**src/include/ats_cmd_pkg.sv**
```systemverilog
// constants and types for the endpoint invalidate, page response and access table command block
package ats_cmd_pkg;

  // ==========================================================
  // register map, byte offsets on the bus
  localparam logic [4:0] OFF_CONFIG = 5'h00;
  localparam logic [4:0] OFF_CMD = 5'h04;
  localparam logic [4:0] OFF_STREAM = 5'h08;
  localparam logic [4:0] OFF_SUBSTREAM = 5'h0c;
  localparam logic [4:0] OFF_ADDR_LO = 5'h10;
  localparam logic [4:0] OFF_ADDR_HI = 5'h14;
  localparam logic [4:0] OFF_ISSUE = 5'h18;
  localparam logic [4:0] OFF_STATUS = 5'h1c;

  // ==========================================================
  // reset values
  localparam logic [31:0] CONFIG_RST = 32'h0030_0000;
  localparam logic [31:0] REG_RST = 32'h0000_0000;

  // ==========================================================
  // config register fields
  localparam int CFG_ATS = 0;
  localparam int CFG_R_ATS = 1;
  localparam int CFG_PRI = 2;
  localparam int CFG_PASID = 3;
  localparam int CFG_DPT = 4;
  localparam int CFG_R_DPT = 5;
  localparam int CFG_SAD = 6;
  localparam int CFG_SYS_ATS = 7;
  localparam int CFG_SYS_PRI = 8;
  localparam int CFG_TEN_NS = 9;
  localparam int CFG_TEN_S = 10;
  localparam int CFG_TEN_R = 11;
  localparam int CFG_OAS_LSB = 16;

  // ==========================================================
  // command register fields
  localparam int CMD_OP_LSB = 0;
  localparam int CMD_Q_LSB = 4;
  localparam int CMD_SSV = 6;
  localparam int CMD_GLOBAL = 7;
  localparam int CMD_RESP_LSB = 8;
  localparam int CMD_SIZE_LSB = 10;
  localparam int CMD_DSIZE_LSB = 16;
  localparam int CMD_LEAF = 20;
  localparam int CMD_PRG_LSB = 21;

  // ==========================================================
  // status register fields
  localparam int STAT_BUSY = 0;
  localparam int STAT_ILL = 1;
  localparam int STAT_SYNC = 2;
  localparam int STAT_PEND_LSB = 8;
  localparam int STAT_UR_LSB = 16;
  localparam int CNT_W = 8;

  // ==========================================================
  // codes
  localparam logic [1:0] Q_NS = 2'h0;
  localparam logic [1:0] Q_SEC = 2'h1;
  localparam logic [1:0] Q_REALM = 2'h2;
  localparam logic [2:0] OP_ATC_INV = 3'h1;
  localparam logic [2:0] OP_PRI_RESP = 3'h2;
  localparam logic [2:0] OP_DPT_ALL = 3'h3;
  localparam logic [2:0] OP_DPT_RANGE = 3'h4;
  localparam logic [2:0] OP_SYNC = 3'h5;
  localparam logic [1:0] RESP_RESERVED = 2'h3;
  localparam logic KIND_INV = 1'b0;
  localparam logic KIND_PRG = 1'b1;
  localparam logic [6:0] PAGE_SHIFT = 7'h0c;
  localparam logic [5:0] ATS_SIZE_MAX = 6'h34;

  typedef enum logic [1:0] {ST_IDLE, ST_EXEC, ST_SEND, ST_SYNC} state_e;

  // range size code to log2 of span; bit 6 marks a defined code
  function automatic logic [6:0] dpt_span(input logic [3:0] code);
    logic [6:0] s;
    s = 7'h00;
    case (code)
      4'h0: s = 7'h4c;
      4'h1: s = 7'h4e;
      4'h2: s = 7'h50;
      4'h3: s = 7'h55;
      4'h4: s = 7'h59;
      4'h5: s = 7'h5d;
      4'h6: s = 7'h5e;
      4'h7: s = 7'h62;
      4'h8: s = 7'h64;
      4'h9: s = 7'h67;
      default: s = 7'h00;
    endcase
    return s;
  endfunction : dpt_span

endpackage : ats_cmd_pkg

```
**src/rtl/ats_inval_tracker.sv**
```systemverilog
// counter of outstanding endpoint invalidations and unsupported-request answers
`timescale 1ns/1ps
module ats_inval_tracker (
  input wire logic clk_in, // clock
  input wire logic rst_in, // async reset, high
  input wire logic sent_in, // one invalidation accepted by the port
  input wire logic cpl_valid_in, // one completion returned
  input wire logic cpl_ur_in, // completion was unsupported request
  output logic [ats_cmd_pkg::CNT_W-1:0] pend_out, // outstanding count
  output logic [ats_cmd_pkg::CNT_W-1:0] ur_out // unsupported answers seen
);
  import ats_cmd_pkg::*;

  typedef struct packed {
    logic [CNT_W-1:0] pend;
    logic [CNT_W-1:0] ur;
  } trk_s;

  trk_s trk_reg;
  trk_s trk_next;

  always_comb begin
    trk_next = trk_reg;
    if (sent_in && !cpl_valid_in) begin
      trk_next.pend = trk_reg.pend + CNT_W'(1);
    end else if (!sent_in && cpl_valid_in && trk_reg.pend != '0) begin
      trk_next.pend = trk_reg.pend - CNT_W'(1);
    end
    // an unsupported answer still completes; it is only counted
    if (cpl_valid_in && cpl_ur_in) begin
      trk_next.ur = trk_reg.ur + CNT_W'(1);
    end
  end

  always_ff @(posedge clk_in or posedge rst_in) begin
    if (rst_in) begin
      trk_reg <= '0;
    end else begin
      trk_reg <= trk_next;
    end
  end

  assign pend_out = trk_reg.pend;
  assign ur_out = trk_reg.ur;

endmodule : ats_inval_tracker

```
**src/rtl/ats_cmd_block.sv**
```systemverilog
// command handler for endpoint invalidates, page responses and access table invalidates
//
// Added by the designer: the register addresses and register access over Avalon-MM.
`timescale 1ns/1ps
// Notes on behaviour
// - invalidate span is 4096 times 2^size, aligned, low address bits cleared.
// - address bits from 12 plus size upward go to the endpoint.
// - size 52 means all; larger sizes are flagged illegal here.
// - without substream support the index is ignored; sent without prefix.
// - with support and valid substream, prefix carries index; global needs valid.
// - endpoint invalidate illegal by queue versus feature and secure-disallow bits.
// - legal endpoint invalidate ignored without system support or translation off.
// - secure queue targets non-secure streams, realm queue targets realm streams.
// - invalidation completes only when a later sync barrier completes.
// - unsupported-request answer completes without any error.
// - page response goes to group index; code 3 is illegal.
// - page response illegal without page support or secure with disallow.
// - legal page response ignored without system support or translation off.
// - page response targets realm or non-secure streams by queue.
// - page response prefix follows the same substream rules.
// - invalidate-all clears the table cache of the queue's target state.
// - table invalidates illegal without table support or secure with disallow.
// - range base clears bits 11 to 0 and bits above output size.
// - four-bit range size decodes to ten spans; others do nothing.
// - range size given out whole so larger entries are covered.
// - leaf 0 clears all walk levels, leaf 1 only final level.
// - endpoint invalidates and page responses leave on the port.
module ats_cmd_block (
  input wire logic clk_in, // 200 MHz clock
  input wire logic rst_in, // async reset, high
  input wire logic [4:0] avs_address_in, // byte address
  input wire logic avs_read_in, // read request
  input wire logic avs_write_in, // write request
  input wire logic [31:0] avs_writedata_in, // write data
  input wire logic [3:0] avs_byteenable_in, // byte lanes
  output logic [31:0] avs_readdata_out, // read data
  output logic avs_waitrequest_out, // stall
  output logic ats_req_valid_out, // port request valid
  input wire logic ats_req_ready_in, // port takes request
  output logic ats_req_kind_out, // 0 invalidate, 1 page response
  output logic [31:0] ats_stream_out, // stream identifier
  output logic ats_realm_out, // realm stream
  output logic ats_pasid_valid_out, // prefix present
  output logic [19:0] ats_pasid_out, // substream index
  output logic ats_global_out, // global invalidate flag
  output logic [63:0] ats_addr_out, // invalidate address
  output logic [5:0] ats_size_out, // invalidate size
  output logic [8:0] ats_prg_out, // request group index
  output logic [1:0] ats_resp_out, // response code
  input wire logic ats_cpl_valid_in, // invalidate completion
  input wire logic ats_cpl_ur_in, // completion was unsupported
  output logic dpt_inv_valid_out, // table invalidate pulse
  output logic dpt_inv_all_out, // invalidate whole table cache
  output logic dpt_inv_realm_out, // realm target state
  output logic [63:0] dpt_base_out, // range base
  output logic [5:0] dpt_span_out, // log2 of range
  output logic dpt_leaf_out // final level only
);
  import ats_cmd_pkg::*;

  // ==========================================================
  // state
  typedef struct packed {
    state_e st;
    logic wait_bus;
    logic [31:0] rdata;
    logic [31:0] cfg;
    logic [31:0] cmd;
    logic [31:0] stream;
    logic [31:0] subs;
    logic [63:0] addr;
    logic ill;
    logic sync_done;
    logic av;
    logic akind;
    logic [31:0] astream;
    logic arealm;
    logic apv;
    logic [19:0] apasid;
    logic aglob;
    logic [63:0] aaddr;
    logic [5:0] asize;
    logic [8:0] aprg;
    logic [1:0] aresp;
    logic dv;
    logic dall;
    logic drealm;
    logic [63:0] dbase;
    logic [5:0] dspan;
    logic dleaf;
  } blk_s;

  localparam blk_s BLK_RST = '{st: ST_IDLE, wait_bus: 1'b1, cfg: CONFIG_RST, default: '0};

  blk_s blk_reg;
  blk_s blk_next;
  logic [CNT_W-1:0] pend;
  logic [CNT_W-1:0] ur_cnt;
  logic inv_sent;

  function automatic logic [31:0] be_merge(input logic [31:0] old, input logic [31:0] nw,
                                           input logic [3:0] be);
    logic [31:0] m;
    m = old;
    for (int i = 0; i < 4; i++) begin
      if (be[i]) begin
        m[8*i +: 8] = nw[8*i +: 8];
      end
    end
    return m;
  endfunction : be_merge

  function automatic logic ten_for(input logic [31:0] cfg, input logic [1:0] q);
    logic t;
    t = 1'b0;
    if (q == Q_NS) begin
      t = cfg[CFG_TEN_NS];
    end else if (q == Q_SEC) begin
      t = cfg[CFG_TEN_S];
    end else if (q == Q_REALM) begin
      t = cfg[CFG_TEN_R];
    end
    return t;
  endfunction : ten_for

  // ==========================================================
  // next state
  always_comb begin
    logic req;
    logic stall;
    logic commit;
    logic clr_ill;
    logic clr_sync;
    logic set_ill;
    logic [31:0] rd;
    logic [2:0] op;
    logic [1:0] q;
    logic is_s;
    logic is_r;
    logic [5:0] sz;
    logic [6:0] n_lo;
    logic [6:0] sp;
    logic [63:0] base;
    logic [63:0] oas_mask;
    req = 1'b0;
    stall = 1'b0;
    commit = 1'b0;
    clr_ill = 1'b0;
    clr_sync = 1'b0;
    set_ill = 1'b0;
    rd = REG_RST;
    op = blk_reg.cmd[CMD_OP_LSB +: 3];
    q = blk_reg.cmd[CMD_Q_LSB +: 2];
    is_s = (q == Q_SEC);
    is_r = (q == Q_REALM);
    sz = blk_reg.cmd[CMD_SIZE_LSB +: 6];
    n_lo = PAGE_SHIFT + {1'b0, sz};
    sp = dpt_span(blk_reg.cmd[CMD_DSIZE_LSB +: 4]);
    oas_mask = (64'h0000_0000_0000_0001 << blk_reg.cfg[CFG_OAS_LSB +: 6]) -
               64'h0000_0000_0000_0001;
    base = blk_reg.addr & oas_mask & ~((64'h0000_0000_0000_0001 << PAGE_SHIFT) -
           64'h0000_0000_0000_0001);
    blk_next = blk_reg;
    blk_next.dv = 1'b0;

    // bus slave: one wait cycle, issue held off while a command runs
    req = avs_read_in || avs_write_in;
    stall = avs_write_in && (avs_address_in == OFF_ISSUE) && (blk_reg.st != ST_IDLE);
    commit = req && !blk_reg.wait_bus;
    if (avs_address_in == OFF_CONFIG) begin
      rd = blk_reg.cfg;
    end else if (avs_address_in == OFF_CMD) begin
      rd = blk_reg.cmd;
    end else if (avs_address_in == OFF_STREAM) begin
      rd = blk_reg.stream;
    end else if (avs_address_in == OFF_SUBSTREAM) begin
      rd = blk_reg.subs;
    end else if (avs_address_in == OFF_ADDR_LO) begin
      rd = blk_reg.addr[31:0];
    end else if (avs_address_in == OFF_ADDR_HI) begin
      rd = blk_reg.addr[63:32];
    end else if (avs_address_in == OFF_STATUS) begin
      rd[STAT_BUSY] = (blk_reg.st != ST_IDLE);
      rd[STAT_ILL] = blk_reg.ill;
      rd[STAT_SYNC] = blk_reg.sync_done;
      rd[STAT_PEND_LSB +: CNT_W] = pend;
      rd[STAT_UR_LSB +: CNT_W] = ur_cnt;
    end
    if (commit) begin
      blk_next.wait_bus = 1'b1;
    end else if (req && !stall) begin
      blk_next.wait_bus = 1'b0;
      blk_next.rdata = rd;
    end
    if (commit && avs_write_in) begin
      if (avs_address_in == OFF_CONFIG) begin
        blk_next.cfg = be_merge(blk_reg.cfg, avs_writedata_in, avs_byteenable_in);
      end else if (avs_address_in == OFF_CMD) begin
        blk_next.cmd = be_merge(blk_reg.cmd, avs_writedata_in, avs_byteenable_in);
      end else if (avs_address_in == OFF_STREAM) begin
        blk_next.stream = be_merge(blk_reg.stream, avs_writedata_in, avs_byteenable_in);
      end else if (avs_address_in == OFF_SUBSTREAM) begin
        blk_next.subs = be_merge(blk_reg.subs, avs_writedata_in, avs_byteenable_in);
      end else if (avs_address_in == OFF_ADDR_LO) begin
        blk_next.addr[31:0] = be_merge(blk_reg.addr[31:0], avs_writedata_in,
                                       avs_byteenable_in);
      end else if (avs_address_in == OFF_ADDR_HI) begin
        blk_next.addr[63:32] = be_merge(blk_reg.addr[63:32], avs_writedata_in,
                                        avs_byteenable_in);
      end else if (avs_address_in == OFF_ISSUE) begin
        blk_next.st = ST_EXEC;
      end else if (avs_address_in == OFF_STATUS) begin
        clr_ill = avs_writedata_in[STAT_ILL] && avs_byteenable_in[0];
        clr_sync = avs_writedata_in[STAT_SYNC] && avs_byteenable_in[0];
      end
    end

    // ==========================================================
    // command execution
    case (blk_reg.st)
      ST_EXEC: begin
        blk_next.st = ST_IDLE;
        case (op)
          OP_ATC_INV: begin
            if ((!is_r && !blk_reg.cfg[CFG_ATS]) || (is_s && blk_reg.cfg[CFG_SAD]) ||
                (is_r && !blk_reg.cfg[CFG_R_ATS]) || (q == 2'h3)) begin
              set_ill = 1'b1;
            end else if (sz > ATS_SIZE_MAX) begin
              set_ill = 1'b1;
            end else if (blk_reg.cfg[CFG_SYS_ATS] && ten_for(blk_reg.cfg, q)) begin
              blk_next.st = ST_SEND;
              blk_next.akind = KIND_INV;
              blk_next.astream = blk_reg.stream;
              blk_next.arealm = is_r;
              blk_next.apv = blk_reg.cmd[CMD_SSV] && blk_reg.cfg[CFG_PASID];
              blk_next.apasid = blk_next.apv ? blk_reg.subs[19:0] : 20'h0_0000;
              blk_next.aglob = blk_next.apv && blk_reg.cmd[CMD_GLOBAL];
              // size 52 shifts the mask out entirely: invalidate all
              blk_next.aaddr = blk_reg.addr & ~((64'h0000_0000_0000_0001 << n_lo) -
                               64'h0000_0000_0000_0001);
              blk_next.asize = sz;
              blk_next.aprg = 9'h000;
              blk_next.aresp = 2'h0;
            end
          end
          OP_PRI_RESP: begin
            if (!blk_reg.cfg[CFG_PRI] || (is_s && blk_reg.cfg[CFG_SAD]) ||
                (q == 2'h3)) begin
              set_ill = 1'b1;
            end else if (blk_reg.cmd[CMD_RESP_LSB +: 2] == RESP_RESERVED) begin
              set_ill = 1'b1;
            end else if (blk_reg.cfg[CFG_SYS_PRI] && ten_for(blk_reg.cfg, q)) begin
              blk_next.st = ST_SEND;
              blk_next.akind = KIND_PRG;
              blk_next.astream = blk_reg.stream;
              blk_next.arealm = is_r;
              blk_next.apv = blk_reg.cmd[CMD_SSV] && blk_reg.cfg[CFG_PASID];
              blk_next.apasid = blk_next.apv ? blk_reg.subs[19:0] : 20'h0_0000;
              blk_next.aglob = 1'b0;
              blk_next.aaddr = 64'h0000_0000_0000_0000;
              blk_next.asize = 6'h00;
              blk_next.aprg = blk_reg.cmd[CMD_PRG_LSB +: 9];
              blk_next.aresp = blk_reg.cmd[CMD_RESP_LSB +: 2];
            end
          end
          OP_DPT_ALL, OP_DPT_RANGE: begin
            if ((is_r && !blk_reg.cfg[CFG_R_DPT]) || (!is_r && !blk_reg.cfg[CFG_DPT]) ||
                (is_s && blk_reg.cfg[CFG_SAD]) || (q == 2'h3)) begin
              set_ill = 1'b1;
            end else if (op == OP_DPT_ALL) begin
              blk_next.dv = 1'b1;
              blk_next.dall = 1'b1;
              blk_next.drealm = is_r;
              blk_next.dbase = 64'h0000_0000_0000_0000;
              blk_next.dspan = 6'h00;
              blk_next.dleaf = 1'b0;
            end else if (sp[6] && ((base & ((64'h0000_0000_0000_0001 << sp[5:0]) -
                         64'h0000_0000_0000_0001)) == 64'h0000_0000_0000_0000)) begin
              blk_next.dv = 1'b1;
              blk_next.dall = 1'b0;
              blk_next.drealm = is_r;
              blk_next.dbase = base;
              blk_next.dspan = sp[5:0];
              blk_next.dleaf = blk_reg.cmd[CMD_LEAF];
            end
          end
          OP_SYNC: begin
            blk_next.st = ST_SYNC;
          end
          default: begin
            set_ill = 1'b1;
          end
        endcase
      end
      ST_SEND: begin
        blk_next.av = 1'b1;
        if (blk_reg.av && ats_req_ready_in) begin
          blk_next.av = 1'b0;
          blk_next.st = ST_IDLE;
        end
      end
      ST_SYNC: begin
        if (pend == '0) begin
          blk_next.sync_done = 1'b1;
          blk_next.st = ST_IDLE;
        end
      end
      default: begin
        blk_next.av = 1'b0;
      end
    endcase

    // a set in the same cycle as a clear wins
    blk_next.ill = (blk_reg.ill && !clr_ill) || set_ill;
    if (clr_sync && blk_next.st == blk_reg.st) begin
      blk_next.sync_done = 1'b0;
    end
  end

  always_ff @(posedge clk_in or posedge rst_in) begin
    if (rst_in) begin
      blk_reg <= BLK_RST;
    end else begin
      blk_reg <= blk_next;
    end
  end

  // ==========================================================
  // outstanding invalidations
  assign inv_sent = blk_reg.av && ats_req_ready_in && (blk_reg.akind == KIND_INV);

  ats_inval_tracker u_tracker (
    .clk_in(clk_in),
    .rst_in(rst_in),
    .sent_in(inv_sent),
    .cpl_valid_in(ats_cpl_valid_in),
    .cpl_ur_in(ats_cpl_ur_in),
    .pend_out(pend),
    .ur_out(ur_cnt)
  );

  // ==========================================================
  // outputs
  assign avs_readdata_out = blk_reg.rdata;
  assign avs_waitrequest_out = blk_reg.wait_bus;
  assign ats_req_valid_out = blk_reg.av;
  assign ats_req_kind_out = blk_reg.akind;
  assign ats_stream_out = blk_reg.astream;
  assign ats_realm_out = blk_reg.arealm;
  assign ats_pasid_valid_out = blk_reg.apv;
  assign ats_pasid_out = blk_reg.apasid;
  assign ats_global_out = blk_reg.aglob;
  assign ats_addr_out = blk_reg.aaddr;
  assign ats_size_out = blk_reg.asize;
  assign ats_prg_out = blk_reg.aprg;
  assign ats_resp_out = blk_reg.aresp;
  assign dpt_inv_valid_out = blk_reg.dv;
  assign dpt_inv_all_out = blk_reg.dall;
  assign dpt_inv_realm_out = blk_reg.drealm;
  assign dpt_base_out = blk_reg.dbase;
  assign dpt_span_out = blk_reg.dspan;
  assign dpt_leaf_out = blk_reg.dleaf;

  logic [63:0] chk_mask;
  logic [2:0] chk_op;
  logic [1:0] chk_q;
  assign chk_mask = (64'h0000_0000_0000_0001 << (PAGE_SHIFT + {1'b0, blk_reg.asize})) -
                    64'h0000_0000_0000_0001;
  assign chk_op = blk_reg.cmd[CMD_OP_LSB +: 3];
  assign chk_q = blk_reg.cmd[CMD_Q_LSB +: 2];
endmodule : ats_cmd_block

```
**config.mk**
```make
export PLATFORM = sky130hd
export DESIGN_NAME = ats_cmd_block
export DESIGN_NICKNAME = d
export VERILOG_FILES = /design/src/include/ats_cmd_pkg.sv /design/src/rtl/ats_inval_tracker.sv /design/src/rtl/ats_cmd_block.sv
export SDC_FILE = /design/constraint.sdc
export NUM_CORES = 1
export LEC_CHECK = 0
export BUFFER_PORTS_ARGS = -buffer_cell sky130_fd_sc_hd__buf_2
export CORE_AREA = 2 2 248 250
export CTS_CLUSTER_SIZE = 24
export DETAILED_ROUTE_END_ITERATION = 8
export DIE_AREA = 0 0 250 252
export GPL_ROUTABILITY_DRIVEN = 0
export MAX_ROUTING_LAYER = met4
export PLACE_DENSITY = 0.57
export SYNTH_ARGS = -nofsm -noshare
export SYNTH_HDL_FRONTEND = slang
export SYNTH_SLANG_ARGS = --single-unit
```
**constraint.sdc**
```tcl
create_clock -name clk_in -period 39.5 [get_ports clk_in]
set_input_delay 1.975 -clock clk_in [delete_from_list [all_inputs] [get_ports clk_in]]
set_output_delay 1.975 -clock clk_in [all_outputs]
set_load 0.1 [all_outputs]
```
==> results of run 1 <==
per-stage QoR:
step                      instances  hold WS (ns)
after floorplan                2371         0.440
after global placement         3081         0.456
after detailed placement       3082         0.463
after CTS                      3172         0.475
after global routing           3172         0.482
final                          3172         0.470
routing by layer:
metal	part of all wire [%]	global-route usage, %	vias to the layer above
met5	0	-	-
met4	3.6	8.79	0
met3	7.5	4.16	173
met2	46	39.5	852
met1	43	33.6	9362
li1	-	-	8179
worst reg2reg max path, stage by stage, from the launching register on:
cell and delay [ns]:
dfrtp_1 0.80, inv_1 0.41, ha_1 0.44, nand2b_1 0.14
a21o_1 0.37, nor2_1 0.17, nand3b_1 0.12, ha_1 0.47
o2111ai_2 0.30, nand2b_1 0.33, nor3_1 1.05, o21ai_0 0.34
xnor2_1 0.22, a32o_1 0.27
layout make-up:
type | count | area [um2]
fill | 5828 | 34200
timing repair buffer | 307 | 1640
multi-input combinational | 1522 | 10500
tap | 782 | 978
clock inverter | 14 | 125
inverter | 26 | 105
clock buffer | 76 | 1540
sequential | 445 | 11100
power by group:
part | internal (mW) | switching, mW | total [mW]
Sequential | 0.489 | 0.0473 | 0.537
Clock | 0.281 | 0.192 | 0.473
Combinational | 0.0809 | 0.170 | 0.251
cells by family after synthesis:
| family | after synthesis |
|---|---|
| mux | 323 |
| xor+xnor | 27 |
| buf+inv | 404 |
| flops | 445 |
| other cells | 1 |
| fa+ha+maj | 16 |
| compound gates | 479 |
| simple gates | 665 |
synth_stat cells (all sizes together), types with 5 or more instances:
cell type and count:
clkbuf 114, o21ai 156, nand3 48, o21a 12, a221oi 26, inv 26, a222oi 8, o211ai 18
xor2 11, nand3b 9, nand2 286, mux2i 95, a21oi 68, a22oi 5, o22ai 10, a32o 39
nor2 127, a211oi 23, o2111ai 6, o31ai 22, dfrtp 442, o22a 8, or2 13, ha 15
or3 7, nor3 38, xnor2 16, and2 18, nor2b 34, buf 264, a21o 11, a22o 13
nand2b 24, nand4 13, nor4 14, and3 12, mux2 228, o311ai 7
final timing paths:
path	end	slack, ns
setup / recovery	ats_addr_out[62]$_DFFE_PP0P_	33.96
hold / removal	avs_readdata_out[19]$_DFFE_PP0P_	0.47
setup reg to reg	ats_addr_out[62]$_DFFE_PP0P_	33.96
hold reg to reg	avs_readdata_out[19]$_DFFE_PP0P_	0.47
max in group asynchronous	ats_resp_out[1]$_DFFE_PP0P_	35.85
min in group asynchronous	dpt_inv_all_out$_DFFE_PP0P_	1.50
==> out/results.ini, run 1 <==
[status]
outcome=complete, no violations

[routing]
wl_um=79100
drc=0
routedWlPerCell_um=24.9
antenna_left=0
drt_iter0_drc=2083
vias=18600
dr.pass1.iters=6
detail_route.vias_per_cell=5.85

[yosys]
muxShareOfSynthArea_pct=14.7
syn_area_per_cell_um2=10.2
synth_fa_ha_area_share_pct=0.866
ys.flop_type=dfrtp_1
synth_area_leaders=dfrtp_1 (46%), mux2_2 (11%), buf_4 (7.5%)
synth_area_um2=24000
synthArstFlopShare_pct=100
synth_top_family_by_area=multiplexers
synth-edff-count=0
netlist_instances=2360
synth_seq_area_share_pct=46.5
synth_area_leader_cell=dfrtp_1
synth_compound_area_share_pct=13.8
synth_cell_types=92
yosysWarnings=0
synthXorXnorAreaFrac_pct=0.986
synth_top_area_share_pct=46.1
synthSimpleGateAreaFrac_pct=12.9
ys_ff_latch=445

[clocking]
clk_path_buf_depth=3
clk_pin_slew_ns=0.06
cts_tree=built
cts_setup_buffers=0
cts_sinks=445
ctsResizeCount=0
cts_root_buf=clkbuf_16
htree_num_levels=2
postCtsHoldBufs=0
clock_latency_ns=0.59
cts_buffers=50

[global_routing]
grt_pass1_wl_um=118000
grt-ovfl-total=0
antenna_found_initial=0
grt_max_degree=175
grt_use_total_pct=25.3
grt_pass1_vias=18000

[placed_design]
dp_hpwl_um=58000
placed_area_um2=24300
port_buffers=280
pre_cts_ws_ns=34.20

[floorplan]
initial_core_util_pct=39.9
die_y_um=252
rows=90
die-area_um2=63000
core_area_um2=60100
io_pins=293
die_x_um=250

[sta]
setup_violations=0
rsz0062_at_grt=false
setup_ws_ns=33.96
fmax_ghz=0.180
timing_hold_violations_final=0
fin_crit_ns=5.54
tightest_slew_ns=1.33
fin_skew_ns=0.0117
finalSetupTns_ns=0
finalCritPeriodShare_pct=14.0
relSlewSlack_pct=10.6
maxSlewViolCount=0

[run]
drv_cap=0

[critical_path]
timing.critical_path.from=blk_reg[354]$_DFFE_PP0P_
worst-path-stages=13
cp_slowest_cell=nor3_1
path_class=reg2reg
crit_required_ns=39.98
path_buf_inv=1
crit_path_start_kind=flip-flop
crit_path_cell_trace=inv_1, ha_1, nand2b_1, a21o_1, nor2_1, nand3b_1, ha_1, o2111ai_2, nand2b_1, nor3_1, o21ai_0, xnor2_1, a32o_1
worstPathMaxFanout=24
slowest_delay_ns=1.05
r2r_cells=13
critPathCaptureType=flip-flop
r2r_start=blk_reg[354]$_DFFE_PP0P_
arrival_ns=6.02
path_delay_family=simple AND/OR/NAND/NOR gates

[cells_and_area]
final_cell_mix=dfrtp_1 (442), nand2_1 (286), buf_2 (279), mux2_2 (225), o21ai_0 (152)
areaGrowthSynthToFinish_pct=8.36
nNetsFinal=2416
mostFrequentLayoutCell=dfrtp_1
fin_area_um2=26000
final_layout_size_suffix_gt1_share_pct=27.0
final_util_pct=43.2
largest_reg_flops=196
diodes=0

[pwr]
leakage_nw=12.6
p_per_area_nw_per_um2=48.5
peakVddDrop_mv=0.0301
finalPower_mw=1.26

[min_path]
hold_depth=2
min-delay-path-class=reg2reg
hold_start=avs_readdata_out[19]$_DFFE_PP0P_

Note: power is estimated with default switching activity, not from simulation.
==> run 2, diff against run 1 <==
Settings changed: ABC_AREA from default to 1, CORE_AREA 2 2 248 250 to 2 2 256 258, DIE_AREA 0 0 250 252 to 0 0 258 260.
Clock period 39.5 ns to 5.3 ns, I/O delays scaled along.
==> out/results.ini, run 2 <==
[sta]
timing_hold_violations_final=0
rsz0062_at_grt=false
hold_slack_ns=0.0404
fin_skew_ns=0.0166
fin_crit_ns=4.57
maxSlewViolCount=0
relSlewSlack_pct=29.4
finalCritPeriodShare_pct=86.2
finalSetupTns_ns=0
fmax_ghz=0.219
setup_violations=0
tightest_slew_ns=1.06

[yosys]
synth_most_common_cell=nand2_1
synthArstFlopShare_pct=100
synth_top_family_by_area=simple AND/OR/NAND/NOR gates
ys.flop_type=dfrtp_1
synth_seq_area_share_pct=43.8
ys_ff_latch=445
synthTopCellsByCount=nand2_1 (909), dfrtp_1 (442), nor2_1 (358), inv_1 (320), o21ai_0 (314)
synthSimpleGateAreaFrac_pct=28.4
synth_area_um2=25400
synth_top_area_share_pct=43.5
synth_area_leaders=dfrtp_1 (43%), nand2_1 (13%), buf_4 (7.1%)
syn_area_per_cell_um2=7.46
synth_cell_types=58
netlist_instances=3407
synth_compound_area_share_pct=11.6
muxShareOfSynthArea_pct=0.128
yosysWarnings=0
synth_fa_ha_area_share_pct=0.817
synth-edff-count=0
synth_area_leader_cell=dfrtp_1
synthXorXnorAreaFrac_pct=0.994

[pwr]
p_seq_share_pct=38.2
p_per_area_nw_per_um2=373
clkPwrFrac_pct=35.6
peakVddDrop_mv=0.295
finalPower_mw=10.5
leakage_nw=14.9
p_sw_share_pct=37.0
p_int_mw=6.59
p_comb_share_pct=26.2
p_sw_mw=3.86

[critical_path]
path_common_cell=nand2_1
cp_slowest_cell=xnor2_1
crit_path_cell_trace=inv_1, ha_1, xnor2_1, inv_1, nand2_1, inv_1, nand2_1, ha_1, nand2_1, nor2_1, nand2_1, nor2_1, nand3b_1, nor3_2, nand4_1, nor2_1, nand2_1, nand3_1, o21ai_1
worst-path-stages=19
critPathCaptureType=flip-flop
slowest_delay_ns=0.72
path_buf_inv=3
crit_required_ns=5.78
worstPathMaxFanout=22
crit_path_start_kind=flip-flop
r2r_cells=19
path_class=reg2reg
arrival_ns=5.05
path_delay_family=simple AND/OR/NAND/NOR gates

[routing]
drc=0
dr.pass1.iters=8
drt_iter0_drc=2515
vias=23200
routedWlPerCell_um=20.8
wl_um=90100
antenna_left=0
detail_route.vias_per_cell=5.35

[status]
outcome=complete, no violations

[cells_and_area]
final_layout_size_suffix_gt1_share_pct=13.3
final_cell_mix=nand2_1 (909), dfrtp_1 (442), nor2_1 (352), inv_1 (318), o21ai_0 (314)
mostFrequentLayoutCell=nand2_1
areaGrowthSynthToFinish_pct=10.2
largest_reg_flops=196
nNetsFinal=3499
nFillCells=6566
final_util_pct=43.7
final_cells=4332

[global_routing]
grt_pass1_vias=21500
grt_use_total_pct=27.3
grt-ovfl-total=0
grt_max_degree=171
antenna_found_initial=3
grt_pass1_wl_um=136000

[floorplan]
die_y_um=260
core_area_um2=64100
die-area_um2=67100
rows=93
initial_core_util_pct=39.7
io_pins=293
die_x_um=258

[placed_design]
post-place-cells=4215
port_buffers=280
dp_hpwl_um=68300

[clocking]
cts_root_buf=clkbuf_16
htree_num_levels=2
cts_sinks=445
clk_path_buf_depth=3
cts_buffers=50
clock_latency_ns=0.61
ctsResizeCount=0
cts_tree=built
clk_pin_slew_ns=0.06

[run]
drv_cap=0

[min_path]
hold_depth=3
min-delay-path-class=in2reg

-- run 2: cell types whose count changed in the layout (fill, tap and decap cells not counted), moves of 18 or more --
cell,delta
inv_1,+293
mux2_2,-223
nor2b_1,-33
nand2b_1,-24
a211oi_1,-22
nor3_1,+19
mux2i_1,-94
nand2_1,+623
nand3_1,+112
dlygate4sd3_1,+23
nand4_1,+147
o21ai_0,+162
nor2_1,+226
nor2_2,+18
-- run 2: kinds of logic after synthesis --
kind of cell / count (synthesis)
AND/OR/NAND/NOR: 1695
buffers and inverters: 713
AO/OA/AOI/OAI: 506
flip-flops: 445
XOR/XNOR: 28
adder cells (fa/ha/maj): 16
multiplexers: 3
other: 1
-- run 2: area by class of cell --
cell class	count	area [um2]	area share, %
Sequential cell	445	11100	39.8
Multi-Input combinational cell	2260	10800	38.4
Timing Repair Buffer	343	2010	7.16
Clock buffer	72	1460	5.23
Inverter	335	1270	4.53
Tap cell	855	1070	3.82
Clock inverter	20	295	1.05
Antenna cell	2	5.00	0.0179
-- run 2: repair_timing --
action / 4_1_cts / 5_1_grt
hold buffers: 23 / 0
setup buffers: 0 / 0
hold endpoints to repair: 36 / 0
-- run 2: per-stage QoR --
stage	setup slack, ns	area (um2)
after floorplan	-0.978	25500
after global placement	1.02	26000
after detailed placement	0.879	26000
after CTS	0.865	28000
after global routing	0.202	28000
final	0.732	28000
-- run 2: power groups by stage --
stage                     clock network [mW]  registers [mW]  logic [mW]
after floorplan                            0            3.94        2.12
after global placement                     0            4.05        2.66
after detailed placement                   0            4.05        2.67
after CTS                               3.78            3.99        2.70
after global routing                    3.92            4.02        3.02
final                                   3.72            4.00        2.74
-- run 2: tightest hold or removal path, cell delays in order --
cell	delay, ns
buf_2	0.08
inv_1	0.11
a21oi_1	0.15
-- run 2: path summary, 6_finish.rpt --
path                                             endpoint                    startpoint  slack [ns]
setup / recovery             ats_addr_out[58]$_DFFE_PP0P_      blk_reg[355]$_DFFE_PP0P_        0.73
hold / removal                   blk_reg[305]$_DFFE_PP0P_          avs_writedata_in[27]        0.04
setup reg to reg             ats_addr_out[58]$_DFFE_PP0P_      blk_reg[355]$_DFFE_PP0P_        0.73
hold reg to reg              dpt_base_out[15]$_DFFE_PP0P_  dpt_base_out[15]$_DFFE_PP0P_        0.46
max in group asynchronous  ats_stream_out[30]$_DFFE_PP0P_                        rst_in        3.67
min in group asynchronous        blk_reg[352]$_DFFE_PP0P_                        rst_in        0.27
-- run 2: per-layer routing --
layer	up-vias	GRT usage (%)	part of all wire [%]
li1	11000	-	-
met1	11000	39.5	46
met2	1051	39.8	43
met3	155	4.21	8.1
met4	0	7.02	2.9
met5	-	-	0
